`config.mk`:
```
export PLATFORM = sky130hd
export DESIGN_NAME = e1pm_error_counters
export DESIGN_NICKNAME = d
export VERILOG_FILES = /design/src/verilog/e1pm_pkg.sv /design/src/verilog/e1pm_viol_if.sv /design/src/verilog/e1pm_viol_detect.sv /design/src/verilog/e1pm_error_counters.sv
export SDC_FILE = /design/constraint.sdc
export NUM_CORES = 1
export LEC_CHECK = 0
export BUFFER_PORTS_ARGS = -buffer_cell sky130_fd_sc_hd__buf_4
export CAP_MARGIN = 40
export CELL_PAD_IN_SITES_DETAIL_PLACEMENT = 0
export CELL_PAD_IN_SITES_GLOBAL_PLACEMENT = 1
export CORE_MARGIN = 2
export CORE_UTILIZATION = 49
export DETAILED_ROUTE_END_ITERATION = 8
export GPL_TIMING_DRIVEN = 0
export HOLD_SLACK_MARGIN = 0.05
export PLACE_DENSITY = 0.89
export SYNTH_ARGS = -nofsm -noshare
export SYNTH_HDL_FRONTEND = slang
export SYNTH_SLANG_ARGS = --single-unit
export TNS_END_PERCENT = 5
```
`constraint.sdc`:
```
create_clock -name sys_clk -period 2.9 [get_ports sys_clk]
set_input_delay 0.145 -clock sys_clk [delete_from_list [all_inputs] [get_ports sys_clk]]
set_output_delay 0.145 -clock sys_clk [all_outputs]
set_load 0.02 [all_outputs]
```
`src/verilog/e1pm_pkg.sv`:
```
// e1pm_pkg: shared constants for the e1 error performance counters
// assumes a 25 mhz sys_clk that is also the receive bit-rate reference
package e1pm_pkg;

  // register map, byte addresses on the 8-bit control port
  localparam logic [7:0] ADDR_VIOL_HIGH = 8'h00;
  localparam logic [7:0] ADDR_VIOL_LOW = 8'h01;
  localparam logic [7:0] ADDR_FAS_HIGH_CRC_TOP = 8'h02;
  localparam logic [7:0] ADDR_CRC_LOW = 8'h03;
  localparam logic [7:0] ADDR_FAS_LOW_EBIT_TOP = 8'h04;
  localparam logic [7:0] ADDR_EBIT_LOW = 8'h05;
  localparam logic [7:0] ADDR_CONTROL = 8'h10;
  localparam logic [7:0] ADDR_INT_STATUS = 8'h11;
  localparam logic [7:0] ADDR_INT_MASK = 8'h12;

  // control register fields
  localparam int CTRL_INTERVAL_BIT = 0;
  localparam int CTRL_VIOL_MODE_BIT = 1;
  localparam int CTRL_HDB3_BIT = 2;
  localparam logic [7:0] CTRL_RESET = 8'h00;

  // interrupt status and mask fields
  localparam int INT_TIMER_BIT = 0;
  localparam logic [7:0] INT_STATUS_RESET = 8'h00;
  localparam logic [7:0] INT_MASK_RESET = 8'h00;

  // counter widths
  localparam int VIOL_W = 16;
  localparam int CRC_W = 10;
  localparam int EBIT_W = 10;
  localparam int FAS_W = 12;

  // interval timing
  localparam int CLK_MHZ = 25;
  localparam int INTERVAL_LONG_US = 1000000;
  localparam int INTERVAL_SHORT_US = 62500;
  localparam int INTERVAL_LONG_CYCLES = INTERVAL_LONG_US * CLK_MHZ;
  localparam int INTERVAL_SHORT_CYCLES = INTERVAL_SHORT_US * CLK_MHZ;

endpackage

```
`src/verilog/e1pm_viol_if.sv`:
```
// e1pm_viol_if: carries line symbols and mode bits to the violation detector
// assumes one sys_clk domain; all signals change after a rising edge
`timescale 1ns/1ps
interface e1pm_viol_if;
  logic bit_valid;
  logic pos_mark;
  logic neg_mark;
  logic violation_mode_select;
  logic hdb3_receive_enable;
  logic viol_event;

  modport detector
  (
    input bit_valid,
    input pos_mark,
    input neg_mark,
    input violation_mode_select,
    input hdb3_receive_enable,
    output viol_event
  );

  modport counter
  (
    output bit_valid,
    output pos_mark,
    output neg_mark,
    output violation_mode_select,
    output hdb3_receive_enable,
    input viol_event
  );
endinterface

```
`src/verilog/e1pm_viol_detect.sv`:
```
// e1pm_viol_detect: finds bipolar or code violations in the received symbols
// assumes one bit_valid pulse per received bit time, pos/neg not both high
`timescale 1ns/1ps
module e1pm_viol_detect
(
  // clock and reset
  input wire logic sys_clk,
  input wire logic rst_n,
  // symbols, mode and result
  e1pm_viol_if.detector vif
);

  typedef struct packed {
    logic have_mark;
    logic last_mark_neg;
    logic have_viol;
    logic last_viol_neg;
    logic [1:0] zero_run;
    logic viol_event;
  } e1pm_det_state_t;

  e1pm_det_state_t st;
  e1pm_det_state_t next_st;
  logic mark;
  logic bipolar_violation;
  logic codeword;

  // a mark is seen on either rail; positive rail wins if both are high
  assign mark = vif.pos_mark | vif.neg_mark;
  // same polarity as the previous mark
  assign bipolar_violation = vif.bit_valid & mark & st.have_mark &
               (vif.neg_mark & ~vif.pos_mark) == st.last_mark_neg;
  // 000V and B00V both leave two zeros right before the violation
  assign codeword = st.zero_run == 2'h2;

  // symbol history and event decision
  always_comb
  begin
    next_st = st;
    next_st.viol_event = 1'b0;
    if (vif.bit_valid)
    begin
      if (mark)
      begin
        next_st.have_mark = 1'b1;
        next_st.last_mark_neg = vif.neg_mark & ~vif.pos_mark;
        next_st.zero_run = 2'h0;
      end
      else if (st.zero_run != 2'h2)
      begin
        next_st.zero_run = st.zero_run + 2'h1;
      end
      if (bipolar_violation)
      begin
        next_st.have_viol = 1'b1;
        next_st.last_viol_neg = vif.neg_mark & ~vif.pos_mark;
        if (vif.violation_mode_select)
        begin
          // two successive violations of one polarity
          next_st.viol_event = st.have_viol &
            ((vif.neg_mark & ~vif.pos_mark) == st.last_viol_neg);
        end
        else
        begin
          next_st.viol_event = ~(vif.hdb3_receive_enable & codeword);
        end
      end
    end
  end

  // register the whole state
  always_ff @(posedge sys_clk or negedge rst_n)
  begin
    if (!rst_n)
    begin
      st <= '0;
    end
    else
    begin
      st <= next_st;
    end
  end

  assign vif.viol_event = st.viol_event;

endmodule

```
`src/verilog/e1pm_error_counters.sv`:
```
// e1pm_error_counters: four e1 receive error counters latched per interval
// assumes event inputs are one-cycle pulses synchronous to sys_clk,
// and sys_clk is the receive clock reference at 25 mhz
`timescale 1ns/1ps

// Notes on behaviour
// all counters latch together each interval
// holding registers show only previous interval
// violation count 16 bits, high/low bytes
// mode 0 counts same-polarity consecutive marks
// hdb3 substitution violations are not counted
// mode 1 counts same-polarity successive violations
// host picks mode to suit line coding
// violation counting ignores sync loss
// violation counter saturates, never wraps
// 10-bit crc4 error counter, no saturation
// crc and e-bit freeze on fas/crc4 loss
// e-bit counter counts received zero e bits
// 12-bit fas word error counter
// fas counter frozen during loss of sync
// address 02 packs fas top, crc top
// address 04 packs fas bottom, e-bit top
// timer flag marks each interval boundary
// latch and restart in one cycle
// holding registers read-only, reads harmless
module e1pm_error_counters
  import e1pm_pkg::*;
#(
  parameter int LONG_CYCLES = INTERVAL_LONG_CYCLES,
  parameter int SHORT_CYCLES = INTERVAL_SHORT_CYCLES
)
(
  // clock and reset
  input wire logic sys_clk,
  input wire logic rst_n,
  // register port
  input wire logic [7:0] reg_addr,
  input wire logic [7:0] reg_wdata,
  input wire logic reg_wr,
  input wire logic reg_rd,
  output logic [7:0] reg_rdata,
  // receive line symbols
  input wire logic rx_bit_valid,
  input wire logic rx_pos_mark,
  input wire logic rx_neg_mark,
  // framer events and sync state
  input wire logic crc_error_pulse,
  input wire logic ebit_valid,
  input wire logic ebit_value,
  input wire logic fas_error_pulse,
  input wire logic receive_loss_of_sync,
  input wire logic crc_mf_loss_of_sync,
  // interrupt and interval marker
  output logic irq,
  output logic interval_tick
);

  // divider width covers the long interval; the short one fits inside it
  localparam int TW = $clog2(LONG_CYCLES + 1);
  localparam logic [TW-1:0] LONG_LAST = TW'(LONG_CYCLES - 1);
  localparam logic [TW-1:0] SHORT_LAST = TW'(SHORT_CYCLES - 1);

  // every register of the block outside u_detect lives in this one struct; the next-state
  // process fills a copy and a single flop process captures it
  typedef struct packed {
    logic [TW-1:0] timer_cnt;
    logic interval_tick;
    logic [VIOL_W-1:0] run_viol;
    logic [VIOL_W-1:0] hold_viol;
    logic [CRC_W-1:0] run_crc;
    logic [CRC_W-1:0] hold_crc;
    logic [EBIT_W-1:0] run_ebit;
    logic [EBIT_W-1:0] hold_ebit;
    logic [FAS_W-1:0] run_fas;
    logic [FAS_W-1:0] hold_fas;
    logic interval_select;
    logic violation_mode_select;
    logic hdb3_receive_enable;
    logic interval_timer_flag;
    logic interval_timer_mask;
    logic [7:0] rdata;
    logic irq;
  } e1pm_state_t;

  e1pm_state_t st;
  e1pm_state_t next_st;

  logic tick;
  logic viol_inc;
  logic crc_inc;
  logic ebit_inc;
  logic fas_inc;
  logic frame_sync_ok;
  logic [7:0] read_value;

  e1pm_viol_if vif ();

  // line symbols and mode bits to the detector
  assign vif.bit_valid = rx_bit_valid;
  assign vif.pos_mark = rx_pos_mark;
  assign vif.neg_mark = rx_neg_mark;
  assign vif.violation_mode_select = st.violation_mode_select;
  assign vif.hdb3_receive_enable = st.hdb3_receive_enable;

  e1pm_viol_detect u_detect
  (
    .sys_clk(sys_clk),
    .rst_n(rst_n),
    .vif(vif)
  );

  // interval boundary from the free-running divider
  // compare with >= so that a switch to the short interval while the
  // divider is already past its end gives a boundary on the next cycle
  // instead of waiting for the divider to wrap through its full width
  assign tick = st.interval_select ? (st.timer_cnt >= SHORT_LAST) :
                                     (st.timer_cnt >= LONG_LAST);

  // event qualification
  // sync levels gate a pulse in its own cycle; a pulse that meets the
  // cycle where sync returns is counted, one that meets a loss is not
  // violations are never gated by sync state
  assign viol_inc = vif.viol_event;
  // cas multiframe loss is deliberately not an input here
  assign frame_sync_ok = ~receive_loss_of_sync & ~crc_mf_loss_of_sync;
  assign crc_inc = crc_error_pulse & frame_sync_ok;
  assign ebit_inc = ebit_valid & ~ebit_value & frame_sync_ok;
  assign fas_inc = fas_error_pulse & ~receive_loss_of_sync;

  // one write strobe aimed at one address; every writable field uses it
  function automatic logic wr_hit
  (
    input logic wr,
    input logic [7:0] addr,
    input logic [7:0] target
  );
    begin
      wr_hit = wr && addr == target;
    end
  endfunction

  // the two shared bytes put six frame error bits above the two high
  // bits of a ten-bit counter; the layout is the same at both addresses
  function automatic logic [7:0] pack_shared
  (
    input logic [5:0] fas_part,
    input logic [1:0] top_part
  );
    begin
      pack_shared = {fas_part, top_part};
    end
  endfunction

  // next violation count: hold at all ones so a noisy line never wraps;
  // a wrapped count would report a bad line as a near-clean one
  function automatic logic [VIOL_W-1:0] viol_next
  (
    input logic [VIOL_W-1:0] cur,
    input logic inc
  );
    begin
      if (inc && cur != {VIOL_W{1'b1}})
      begin
        viol_next = cur + VIOL_W'(1);
      end
      else
      begin
        viol_next = cur;
      end
    end
  endfunction

  // read decode; holding registers only change at a boundary
  // one mux serves every address and feeds the read data flop
  always_comb
  begin
    read_value = 8'h00;
    unique case (reg_addr)
      ADDR_VIOL_HIGH:
      begin
        read_value = st.hold_viol[15:8];
      end
      ADDR_VIOL_LOW:
      begin
        read_value = st.hold_viol[7:0];
      end
      ADDR_FAS_HIGH_CRC_TOP:
      begin
        read_value = pack_shared(st.hold_fas[11:6], st.hold_crc[9:8]);
      end
      ADDR_CRC_LOW:
      begin
        read_value = st.hold_crc[7:0];
      end
      ADDR_FAS_LOW_EBIT_TOP:
      begin
        read_value = pack_shared(st.hold_fas[5:0], st.hold_ebit[9:8]);
      end
      ADDR_EBIT_LOW:
      begin
        read_value = st.hold_ebit[7:0];
      end
      ADDR_CONTROL:
      begin
        read_value[CTRL_INTERVAL_BIT] = st.interval_select;
        read_value[CTRL_VIOL_MODE_BIT] = st.violation_mode_select;
        read_value[CTRL_HDB3_BIT] = st.hdb3_receive_enable;
      end
      ADDR_INT_STATUS:
      begin
        read_value[INT_TIMER_BIT] = st.interval_timer_flag;
      end
      ADDR_INT_MASK:
      begin
        read_value[INT_TIMER_BIT] = st.interval_timer_mask;
      end
      default:
      begin
        // unmapped addresses read as zero
        read_value = 8'h00;
      end
    endcase
  end

  // next-state logic for timer, counters and registers
  always_comb
  begin
    next_st = st;
    next_st.interval_tick = tick;

    // divider restarts at each boundary
    // it never stops, so boundary spacing holds across host accesses
    if (tick)
    begin
      next_st.timer_cnt = '0;
    end
    else
    begin
      next_st.timer_cnt = st.timer_cnt + TW'(1);
    end

    // running counters; a boundary copies and restarts in one cycle,
    // seeding with this cycle's event so none is lost
    if (tick)
    begin
      next_st.hold_viol = st.run_viol;
      next_st.hold_crc = st.run_crc;
      next_st.hold_ebit = st.run_ebit;
      next_st.hold_fas = st.run_fas;
      next_st.run_viol = {{(VIOL_W-1){1'b0}}, viol_inc};
      next_st.run_crc = {{(CRC_W-1){1'b0}}, crc_inc};
      next_st.run_ebit = {{(EBIT_W-1){1'b0}}, ebit_inc};
      next_st.run_fas = {{(FAS_W-1){1'b0}}, fas_inc};
    end
    else
    begin
      // hold at all ones instead of wrapping
      next_st.run_viol = viol_next(st.run_viol, viol_inc);
      // these cannot exceed range within one second, so they just add
      if (crc_inc)
      begin
        next_st.run_crc = st.run_crc + CRC_W'(1);
      end
      if (ebit_inc)
      begin
        next_st.run_ebit = st.run_ebit + EBIT_W'(1);
      end
      if (fas_inc)
      begin
        next_st.run_fas = st.run_fas + FAS_W'(1);
      end
    end

    // control register; counter addresses ignore writes
    if (wr_hit(reg_wr, reg_addr, ADDR_CONTROL))
    begin
      next_st.interval_select = reg_wdata[CTRL_INTERVAL_BIT];
      next_st.violation_mode_select = reg_wdata[CTRL_VIOL_MODE_BIT];
      next_st.hdb3_receive_enable = reg_wdata[CTRL_HDB3_BIT];
    end
    if (wr_hit(reg_wr, reg_addr, ADDR_INT_MASK))
    begin
      next_st.interval_timer_mask = reg_wdata[INT_TIMER_BIT];
    end

    // sticky flag: write one clears, a boundary in the same cycle wins
    if (wr_hit(reg_wr, reg_addr, ADDR_INT_STATUS) && reg_wdata[INT_TIMER_BIT])
    begin
      next_st.interval_timer_flag = 1'b0;
    end
    if (tick)
    begin
      next_st.interval_timer_flag = 1'b1;
    end

    // level interrupt follows the registered flag and mask
    // taken from the next state so irq moves in the same cycle as the
    // flag and mask flops, while still coming straight from a flop
    next_st.irq = next_st.interval_timer_flag & next_st.interval_timer_mask;

    // read data stand only in the cycle after the strobe
    // returning zero outside an answer keeps a stale byte off the bus
    if (reg_rd)
    begin
      next_st.rdata = read_value;
    end
    else
    begin
      next_st.rdata = 8'h00;
    end
  end

  // register the whole state
  // control and interrupt fields take their package reset values; the
  // counters start from zero, so the first interval is a full one
  always_ff @(posedge sys_clk or negedge rst_n)
  begin
    if (!rst_n)
    begin
      st <= '0;
      st.interval_select <= CTRL_RESET[CTRL_INTERVAL_BIT];
      st.violation_mode_select <= CTRL_RESET[CTRL_VIOL_MODE_BIT];
      st.hdb3_receive_enable <= CTRL_RESET[CTRL_HDB3_BIT];
      st.interval_timer_flag <= INT_STATUS_RESET[INT_TIMER_BIT];
      st.interval_timer_mask <= INT_MASK_RESET[INT_TIMER_BIT];
    end
    else
    begin
      st <= next_st;
    end
  end

  // outputs straight from the state flops
  // no logic between flop and pin keeps the outputs free of glitches
  assign reg_rdata = st.rdata;
  assign irq = st.irq;
  assign interval_tick = st.interval_tick;

endmodule

```
==> impl_metrics.py <==
metrics = {
    "critical_path": {
        "crit_required_ns": 3.19,
        "rr_worst_depth": 9,
        "cp.arrival_ns": 2.94,
        "critPathLaunchType": "flop",
        "crit_path_end_kind": "flop",
        "critPathMaxFanout": 10,
        "crit_type": "reg2reg",
    },
    "pwr": {
        "p_leak_nw": 3.621,
        "ir_drop_uv": 455.5,
        "power_density_mw_per_mm2": 679.9,
    },
    "clock_network": {
        "cts_hold_buf": 12,
        "clockRootBuffer": "clkbuf_16",
        "cts_buffers": 17,
        "cts_tree": "done",
        "cts_buffer_depth": 2,
        "clk_pin_slew_worst_paths_ns": 0.06,
        "clock_sinks": 143,
        "htree_levels": 4,
        "cts_setup_buffers": 0,
        "cts-resized-gates": 0,
        "clock_latency_ns": 0.42,
    },
    "timing": {
        "rsz0062_at_grt": "no",
        "fin_setup_tns_ns": 0,
        "fin_crit_sh": 0.9135,
        "final_max_slew_viol_count": 0,
        "worstMarginPinSlew_ns": 0.9025,
        "fmax_mhz": 377.5,
        "min_period_ns": 2.649,
        "hold_violations": 0,
        "clock_skew_ns": 0.007183,
        "finalSetupViolCount": 0,
        "slew_headroom": 0.3971,
    },
    "outcome": {
        "status": "completed",
    },
    "floorplanning": {
        "die_area_mm2": 0.01481,
        "core_mm2": 0.01372,
        "die_y_um": 121.7,
        "initial_utilization": 0.4948,
        "die_w_um": 121.7,
        "num_io_pins": 39,
        "row_count": 43,
    },
    "global_route": {
        "overflow": 0,
        "grt_max_degree": 84,
        "grt_pass1_vias": 5057,
        "grt_first_pass_wirelength_um": 25020,
        "grt_use_total": 0.2202,
        "antenna_found_initial": 0,
    },
    "placed_design": {
        "gp_congestion": 0.8711,
        "io_buffers": 29,
        "placed_area_mm2": 0.007263,
        "hpwl_um": 10440,
    },
    "layout": {
        "syn2layout_area_growth_pct": 17.23,
        "utilization": 0.5801,
        "nets": 717,
        "num_antenna_cells": 0,
        "final_cell_mix": "143 x dfrtp_1, 100 x nor2_1, 52 x mux2_2",
        "final_common_cell": "dfrtp_1",
        "design_area_mm2": 0.007959,
        "multi_input_area_mm2": 0.002962,
        "fillers": 1142,
        "layout-drive-gt1-share": 0.1986,
        "regArea_mm2": 0.003578,
    },
    "detailed_routing": {
        "avgRoutedWirePerCell_um": 17.01,
        "drt_pass1_iterations": 5,
        "vias": 4819,
        "drc": 0,
        "viasPerCell": 5.507,
        "wl_um": 14880,
        "drtIter0Drc": 398,
        "drtAntennaViolNets": 0,
    },
    "logic_synthesis": {
        "synth_area_mm2": 0.006789,
        "syn_nets": 656,
        "syn-instance-count": 621,
        "synth_warnings": 0,
        "ys_types": 53,
        "synth_edf_count": 0,
        "ys_ff_latch": 143,
        "synth_ff_type": "dfrtp_1",
        "syn_avg_cell_area_um2": 10.93,
        "yosysSeqAreaShare": 0.5271,
        "async_flop_share": 1.000,
    },
    "worst_hold_path": {
        "hp-class": "in2reg",
        "hold_depth": 4,
    },
    "run": {
        "drv_cap": 0,
    },
}
==> sequential cells by signal (all words and copies together) (netlist names) <==
register / count
interval_tick: 1
irq: 1
reg_rdata: 8
st: 124
u_detect.st: 6
u_detect.vif.viol_event: 1
vif.hdb3_receive_enable: 1
vif.violation_mode_select: 1
==> kinds of logic (layout without fill, tap and decap cells) <==
logic type / after synthesis / after routing / share of synthesized area
AND/OR/NAND/NOR: 243 / 243 / 0.1716
flip-flops: 143 / 143 / 0.5271
AO/OA/AOI/OAI: 58 / 58 / 0.06285
adder cells (fa/ha/maj): 6 / 6 / 0.01106
buffers and inverters: 40 / 114 / 0.03668
XOR/XNOR: 66 / 66 / 0.08515
multiplexers: 65 / 65 / 0.1056
==> through the flow <==
stage,power (mW),hold slack [ns],instances,setup slack [ns]
floorplan,3.033,-0.1506,621,0.6449
global route,5.680,0.1235,875,0.1084
global placement,3.247,0.3595,830,0.3467
detailed placement,3.305,0.1581,831,0.3491
finish,5.411,0.09620,875,0.2509
CTS,5.453,0.08167,875,0.2429
==> critical path: stages (launching register included) <==
cell and delay, ns:
dfrtp_1 0.41, ha_1 0.28, nor4_1 0.28, nand4_1 0.18
and4b_1 0.20, o21ai_0 0.13, a41oi_4 0.31, buf_6 0.26
o41ai_1 0.34, o211ai_1 0.12
==> path summary, 6_finish.rpt <==
check                               startpoint                      end  slack, ns
hold reg to reg                 u_detect.st[4]           u_detect.st[4]       0.48
setup reg to reg                       st[111]                   st[94]       0.25
hold / removal             crc_mf_loss_of_sync                   st[49]        0.1
min in group asynchronous                rst_n  vif.hdb3_receive_enable       0.27
setup / recovery                       st[111]                   st[94]       0.25
max in group asynchronous                rst_n                   st[73]       1.86
==> synth_stat cells, types with 4 or more instances <==
master	count	area [µm²]
nor2_1	100	375.4
a221oi_1	7	61.31
nand2_1	42	157.7
mux2_2	52	585.6
mux2i_1	12	120.1
buf_4	16	120.1
o21ai_0	7	35.03
and4_1	6	52.55
a21boi_0	5	37.54
nand3_1	29	145.1
nor3_1	6	30.03
clkbuf_1	7	26.28
a22oi_1	4	30.03
and3_1	11	68.82
nor4_1	6	37.54
xnor2_1	27	236.5
nand4_1	17	106.4
nor2b_1	5	31.28
inv_1	10	37.54
buf_6	5	56.30
nand2b_1	6	37.54
a21oi_1	13	65.06
ha_1	6	75.07
dfrtp_1	143	3578
xor2_1	39	341.6
==> report_power, final <==
part | leakage [nW] | total, mW | internal [mW] | switching [mW]
Combinational | 1.43 | 0.731 | 0.365 | 0.365
Clock | 0.265 | 2.11 | 1.26 | 0.850
Sequential | 1.93 | 2.57 | 2.28 | 0.287
==> routing by layer <==
layer | vias up | share of wire | track usage
met5 | - | 0 | 0
met4 | 0 | 0.027 | 0.1020
met3 | 30 | 0.035 | 0.04822
met2 | 94 | 0.50 | 0.3694
met1 | 2415 | 0.44 | 0.2726
li1 | 2280 | - | -
==> area by class of cell <==
type,instances,area share
Inverter,10,0.004716
Buffer,30,0.02657
Multi-Input combinational cell,438,0.3721
Clock buffer,19,0.05439
Sequential cell,143,0.4496
Clock inverter,13,0.01792
Tap cell,180,0.02830
Timing Repair Buffer,42,0.04638
Note: power is estimated with default switching activity, not from simulation.
